--- src/dpram_host_cfg.svh ---
// Purpose: constants for the dual-port RAM port controller
// Assumes: 125 MHz mclk, asynchronous RAM with active-low strobes
// Notes: time figures are plain defaults, counts derive from them
// Contract
// - read: select high, chip select low, then address, then output drive low
// - read data valid after access time; end by raising output drive, chip select (code raises both on the same edge, in release)
// - write: chip select low, address and data, pulse select low, raise chip select
// - hold the pending operation while wait is low; start when it returns high
// - deeper memory: decode top address bits into per-device chip selects
// - in width expansion exactly one device arbitrates contention
// - with arbitrating secondaries, force their chip select high while master wait low
// - wait stays low until winner changes address or raises chip select
`ifndef DPRAM_HOST_CFG_SVH
`define DPRAM_HOST_CFG_SVH
`define WORD_W 8
`define ADDR_W 10
`define MBOX_TO_RIGHT 10'h3FF
`define MBOX_TO_LEFT 10'h3FE
`define CLK_MHZ 125
`define ACCESS_NS 100
`define WPULSE_NS 60
`define SETTLE_NS 24
`define RECOVER_NS 16
`define NS_TO_CYC(ns) ((((ns) * `CLK_MHZ) + 999) / 1000)
`define ACCESS_CYC `NS_TO_CYC(`ACCESS_NS)
`define WPULSE_CYC `NS_TO_CYC(`WPULSE_NS)
`define SETTLE_CYC `NS_TO_CYC(`SETTLE_NS)
`define RECOVER_CYC `NS_TO_CYC(`RECOVER_NS)
`define CNT_W 8
`endif

--- src/dpram_host_pkg.sv ---
// Purpose: types for the dual-port RAM port controller
// Assumes: nothing
// Notes: state encoding left to tools
package dpram_host_pkg;
   typedef enum logic [2:0] {
      ST_IDLE,
      ST_SETUP,
      ST_HOLD,
      ST_STROBE,
      ST_RECOVER,
      ST_RELEASE
   } host_state_t;
endpackage

--- src/dpram_host.sv ---
// Purpose: drives one port of an asynchronous dual-port RAM from a request port
// Assumes: wait and mailbox flags arrive asynchronously, data lines shared per port
// Notes: BANKS devices in depth; a secondary arbitrating device is gated by wait
`include "dpram_host_cfg.svh"
`timescale 1ns/1ps
module dpram_host
   import dpram_host_pkg::*;
#(
   parameter int BANK_BITS = 1,
   parameter bit IS_LEFT = 1'b1,
   parameter int ACCESS_CYC = `ACCESS_CYC,
   parameter int WPULSE_CYC = `WPULSE_CYC,
   parameter int SETTLE_CYC = `SETTLE_CYC,
   parameter int RECOVER_CYC = `RECOVER_CYC
) (
   input wire logic mclk, // 125 MHz clock
   input wire logic reset_n, // async reset, active low
   input wire logic req_valid, // request present
   input wire logic req_write, // 1 write, 0 read
   input wire logic [`ADDR_W+BANK_BITS-1:0] req_addr, // bank bits above word address
   input wire logic [`WORD_W-1:0] req_wdata, // write data
   output logic req_ready, // request taken when high with valid
   output logic rsp_valid, // one-cycle pulse at completion
   output logic [`WORD_W-1:0] rsp_rdata, // read data, held until next read
   output logic mail_pending, // own mailbox flag seen low
   output logic [(1<<BANK_BITS)-1:0] cs_n, // chip select per device
   output logic [(1<<BANK_BITS)-1:0] cs_aux_n, // chip select of secondary device
   output logic rw_sel, // high read, low write
   output logic oe_n, // output drive, active low
   output logic [`ADDR_W-1:0] address, // word address to every device
   output logic [`WORD_W-1:0] data_out, // data lines, driven value
   output logic data_oe, // data lines enable, high drives
   input wire logic [`WORD_W-1:0] data_in, // data lines, sampled value
   input wire logic wait_n, // master wait flag, active low
   input wire logic mail_n // own mailbox flag, active low
);
   localparam int BANKS = 1 << BANK_BITS;

   host_state_t state_reg;
   logic [`CNT_W-1:0] cnt_reg;
   logic write_reg;
   logic [BANK_BITS-1:0] bank_reg;
   logic [1:0] flags_s;
   logic wait_s;

   // flags are asynchronous to mclk
   flag_sync #(.W(2), .RST_VAL(2'h3)) u_sync (
      .mclk(mclk),
      .reset_n(reset_n),
      .d({mail_n, wait_n}),
      .q(flags_s)
   );
   assign wait_s = flags_s[0];

   function automatic logic [`CNT_W-1:0] cyc(input int n);
      cyc = (n < 1) ? `CNT_W'(1) : `CNT_W'(n);
   endfunction

   // active-low one-hot chip select for a device number
   function automatic logic [BANKS-1:0] bank_sel_n(input logic [BANK_BITS-1:0] b);
      bank_sel_n = ~(BANKS'(1) << b);
   endfunction

   // sequencing of the port strobes
   always_ff @(posedge mclk or negedge reset_n) begin
      if (!reset_n) begin
         state_reg <= ST_IDLE;
         cnt_reg <= '0;
         write_reg <= 1'b0;
         bank_reg <= '0;
         req_ready <= 1'b0;
         rsp_valid <= 1'b0;
      end else begin
         rsp_valid <= 1'b0;
         unique case (state_reg)
            ST_IDLE: begin
               req_ready <= 1'b1;
               if (req_valid && req_ready) begin
                  req_ready <= 1'b0;
                  write_reg <= req_write;
                  bank_reg <= req_addr[`ADDR_W+BANK_BITS-1:`ADDR_W];
                  cnt_reg <= cyc(SETTLE_CYC + 2);
                  state_reg <= ST_SETUP;
               end
            end
            ST_SETUP: begin
               // allow arbitration and synchroniser to settle
               if (cnt_reg > `CNT_W'(1)) begin
                  cnt_reg <= cnt_reg - `CNT_W'(1);
               end else begin
                  state_reg <= ST_HOLD;
               end
            end
            ST_HOLD: begin
               if (wait_s) begin
                  cnt_reg <= write_reg ? cyc(WPULSE_CYC) : cyc(ACCESS_CYC);
                  state_reg <= ST_STROBE;
               end
            end
            ST_STROBE: begin
               if (!wait_s) begin
                  state_reg <= ST_HOLD;
               end else if (cnt_reg > `CNT_W'(1)) begin
                  cnt_reg <= cnt_reg - `CNT_W'(1);
               end else begin
                  cnt_reg <= cyc(RECOVER_CYC);
                  state_reg <= ST_RECOVER;
               end
            end
            ST_RECOVER: begin
               if (cnt_reg > `CNT_W'(1)) begin
                  cnt_reg <= cnt_reg - `CNT_W'(1);
               end else begin
                  state_reg <= ST_RELEASE;
               end
            end
            ST_RELEASE: begin
               rsp_valid <= 1'b1;
               state_reg <= ST_IDLE;
            end
         endcase
      end
   end

   // address and data lines
   // held unchanged from take to release
   always_ff @(posedge mclk or negedge reset_n) begin
      if (!reset_n) begin
         address <= '0;
         data_out <= '0;
         data_oe <= 1'b0;
      end else begin
         if (state_reg == ST_IDLE && req_valid && req_ready) begin
            address <= req_addr[`ADDR_W-1:0];
            data_out <= req_wdata;
            data_oe <= req_write;
         end else if (state_reg == ST_RELEASE) begin
            data_oe <= 1'b0;
         end
      end
   end

   // control strobes
   always_ff @(posedge mclk or negedge reset_n) begin
      if (!reset_n) begin
         cs_n <= '1;
         rw_sel <= 1'b1;
         oe_n <= 1'b1;
      end else begin
         unique case (state_reg)
            ST_IDLE: begin
               rw_sel <= 1'b1;
               oe_n <= 1'b1;
               if (req_valid && req_ready) begin
                  cs_n <= bank_sel_n(req_addr[`ADDR_W+BANK_BITS-1:`ADDR_W]);
               end else begin
                  cs_n <= '1;
               end
            end
            ST_SETUP: begin
               // selected, strobes idle while wait settles
               cs_n <= bank_sel_n(bank_reg);
               rw_sel <= 1'b1;
               oe_n <= 1'b1;
            end
            ST_HOLD: begin
               cs_n <= bank_sel_n(bank_reg);
               rw_sel <= 1'b1;
               oe_n <= 1'b1;
               if (wait_s) begin
                  rw_sel <= ~write_reg;
                  oe_n <= write_reg;
               end
            end
            ST_STROBE: begin
               cs_n <= bank_sel_n(bank_reg);
               // wait mid-strobe drops both strobes; the access restarts in full
               if (!wait_s) begin
                  rw_sel <= 1'b1;
                  oe_n <= 1'b1;
               end
            end
            ST_RECOVER: begin
               cs_n <= bank_sel_n(bank_reg);
               rw_sel <= 1'b1;
            end
            ST_RELEASE: begin
               // winner releases the contention by raising chip select
               cs_n <= '1;
               rw_sel <= 1'b1;
               oe_n <= 1'b1;
            end
            default: begin
            end
         endcase
      end
   end

   // secondary arbitrating device kept out while master reports wait
   always_ff @(posedge mclk or negedge reset_n) begin
      if (!reset_n) begin
         cs_aux_n <= '1;
      end else begin
         cs_aux_n <= cs_n | {BANKS{~wait_s}};
      end
   end

   // read capture and mailbox status
   always_ff @(posedge mclk or negedge reset_n) begin
      if (!reset_n) begin
         rsp_rdata <= '0;
         mail_pending <= 1'b0;
      end else begin
         // read data taken on the last strobe cycle, before output drive lifts
         if (state_reg == ST_STROBE && !write_reg && wait_s && cnt_reg == `CNT_W'(1)) begin
            rsp_rdata <= data_in;
         end
         mail_pending <= ~flags_s[1];
      end
   end
endmodule

--- src/flag_sync.sv ---
// Purpose: two-flop synchroniser for asynchronous flag inputs
// Assumes: inputs are levels
// Notes: reset value chosen per bit
`timescale 1ns/1ps
module flag_sync #(
   parameter int W = 2,
   parameter logic [W-1:0] RST_VAL = '1
) (
   input wire logic mclk, // clock
   input wire logic reset_n, // async reset
   input wire logic [W-1:0] d, // async levels
   output logic [W-1:0] q // synchronised levels
);
   logic [W-1:0] meta_reg;

   always_ff @(posedge mclk or negedge reset_n) begin
      if (!reset_n) begin
         meta_reg <= RST_VAL;
         q <= RST_VAL;
      end else begin
         meta_reg <= d;
         q <= meta_reg;
      end
   end
endmodule

--- config.mk ---
export PLATFORM = sky130hd
export DESIGN_NAME = dpram_host
export DESIGN_NICKNAME = d
export VERILOG_FILES = /design/src/dpram_host_pkg.sv /design/src/dpram_host.sv /design/src/flag_sync.sv
export VERILOG_INCLUDE_DIRS = /design/src
export SDC_FILE = /design/constraint.sdc
export NUM_CORES = 1
export LEC_CHECK = 0
export BUFFER_PORTS_ARGS = -buffer_cell sky130_fd_sc_hd__clkbuf_2
export CORE_MARGIN = 2
export CORE_UTILIZATION = 51
export DETAILED_ROUTE_END_ITERATION = 12
export GPL_TIMING_DRIVEN = 0
export HOLD_SLACK_MARGIN = 0.03
export PLACE_DENSITY = 0.81
export SLEW_MARGIN = 10
export SYNTH_ARGS = -nofsm -noshare
export SYNTH_HDL_FRONTEND = slang
export SYNTH_SLANG_ARGS = --single-unit
--- constraint.sdc ---
create_clock -name mclk -period 2.4 [get_ports mclk]
set_input_delay 0.6 -clock mclk [delete_from_list [all_inputs] [get_ports mclk]]
set_output_delay 0.6 -clock mclk [all_outputs]
set_load 0.01 [all_outputs]
==> impl_results.md <==
- Via Count: 1794
- Clock latency on the worst-skew pair: 300 ps
- Detail Route Antenna Nets: 0
- Worst-path clk slew: 100 ps
- DR iter-0 viols: 137
- Largest net degree at the start of global routing: 54
- Final worst path period need: 2061 ps
- Final Hold Viols: 0
- Slew headroom: 54.98%
- Dpl ws: 368.8 ps
- Clock tree from TritonCTS: yes
- Count of cell types in the netlist: 44
- CTS root buf: clkbuf_8
- Syn_nets: 228
- Primary FF master, synth: dfrtp_1
- Commonest cells after routing, fill and taps aside: 67 x clkbuf_2, 43 x dfrtp_1, 27 x mux2_2
- Final WL: 4616 um
- CP Data Required Time: 2600 ps
- # IOs: 69
- Leakage: 1.394 nW
- Worst path buffer plus inverter count: 1
- Sequential share of the synthesized area: 56.29%
- CP Capture Type: flip-flop
- Top delay family on crit path: simple AND/OR/NAND/NOR gates
- Yosys reg bits: 53
- Crit path max-delay cell type: dfrtp_1
- Vias in the first global route: 1802
- Max FFs per register: 10
- Crit start category: flip-flop
- F_max: 485.3 MHz
- Area Overhead vs Synth: 21.36%
- FILL cells: 330
- HPWL after DPL: 3497 um
- Fraction of layout instances using a drive strength above 1: 47.58%
- RePlAce Congestion: 0.8716
- First-pass GRT wire length: 8079 um
- Final net count: 303
- Cell breakdown of the critical path: nor2_1, nand2_1, nor2_2, buf_2, mux2_2
- Top cells by area, synth: dfrtp_1 45%, mux2_2 13%, dfstp_2 11%
- Starting Density: 53.88%
- Post-cts hold buffer count: 0
- Post_cts resized: 0
- Total clock sinks: 53
- Antenna violations before repair: 0
- # rows: 24
- Max_cap viols: 0
- Max Fanout on Critical Path: 10
- Unrepaired setup endpoints after global routing: false
- Worst path max stage delay: 460 ps
- Synth Area per Inst: 12.32 um2
- IO buf count: 68
- Die Wd: 72.29 um
- Total CTS buffers: 5
- Die Y: 72.29 um
- Post-synth EDFFs: 0
- Routed length per instance: 14.38 um
- Worst EP arrival: 2260 ps
- Final setup violation count: 0
- # DRC: 0
- Critical Setup Path Class: flip-flop to flip-flop
- First-pass DRT Iterations: 4
- Synth top area share: 45.24%
- Synth area leader: dfrtp_1
- Dpl cells: 313
- Cell area after synthesis: 2379 um2
- Fin worst setup slack: 339.4 ps
- Synth Warn #: 0
- R2r setup slk: 340 ps
- Synth async-reset ratio: 100.0%
- Final Non-Filler Cells: 321
- Power Dens Cells: 1287 nW/um2
- Htree depth: 2
- VDD IR max: 0.0008729 V
- Core area: 4414 um2
- Diodes inserted: 0
- Worst-margin pin slew: 675.4 ps
- Worst min path class: input port to asynchronous set/reset pin
- Status: completed
- Post-CTS Setup Inserts: 0
- Total track usage: 20.00%
- Most common cell after layout, fill and taps aside: clkbuf_2
- Crit share post-route: 85.86%
- Via density: 5.589
- Cells after Synth: 193
- CTS Buffer Depth: 2
- Layout Skew: 5.640 ps
- Setup TNS: 0 ps
- Largest Register: address
- Global route total overflow: 0
- Pins Over Slew Limit: 0
- DIE AREA: 5226 um2
Yosys cell counts, types with 2 or more instances:
library cell,number
o21ai_0,12
nor2b_1,2
mux2_2,27
nor4_1,2
inv_1,9
dfstp_2,10
nor3_1,6
nand2b_1,6
buf_6,2
o21ai_1,4
o32a_1,2
nand2_1,10
buf_2,2
a22o_1,7
nor2_1,9
ha_1,2
a21oi_1,10
dfrtp_1,43
buf_4,3
per-layer routing:
metal	part of all wire, %	track usage [%]	vias up
li1	-	-	854
met1	41	25.91	858
met2	49	31.50	73
met3	8.9	6.944	9
met4	1.6	6.918	0
met5	0	0	-
path summary, 6_finish.rpt:
path / endpoint / from / depth (start not counted)
min reg2reg: u_sync.q[1] / u_sync.meta_reg[1] / 0
min: state_reg[1] / reset_n / 1
max reg2reg: address[7] / state_reg[1] / 5
max: address[7] / state_reg[1] / 5
max in group asynchronous: rsp_rdata[7] / reset_n / 1
min in group mclk: u_sync.q[1] / u_sync.meta_reg[1] / 0
cell type report:
class                   count  area, um2  area share, %
repair buffers             68      342.8          11.88
multi-input cells         123      947.2          32.81
plain buffers               8      58.81          2.037
clock buffers               6      82.58          2.861
flip-flops and latches     53       1339          46.38
clock inverters             2      17.52         0.6068
inverters                   9      33.78          1.170
well taps                  52      65.06          2.254
where the power goes:
group	internal (mW)	switching, mW	leakage (nW)
sequential	1.27	0.240	0.639
clock	0.240	0.294	0.0518
combinational	0.778	0.889	0.703
total	2.29	1.42	1.39
per-stage QoR:
stage	power, mW	hold slack [ps]	area [um2]	util, %
after floorplan	2.661	304.4	2379	-
after global placement	3.138	345.4	2784	63.07
after detailed placement	3.204	347.8	2786	63.12
after CTS	3.746	353.5	2887	65.39
after global routing	3.989	347.8	2887	65.39
final	3.715	349.5	2887	65.39
logic make-up after synthesis:
| family | Yosys count | synth area share (%) |
|---|---|---|
| DFF | 53 | 56.29 |
| buffers and inverters | 17 | 3.892 |
| AOI/OAI and AO/OA | 50 | 15.47 |
| and+or+nand+nor | 43 | 10.10 |
| muxes | 28 | 13.20 |
| adders and majority gates | 2 | 1.052 |
(Power assumes the default switching activity.)
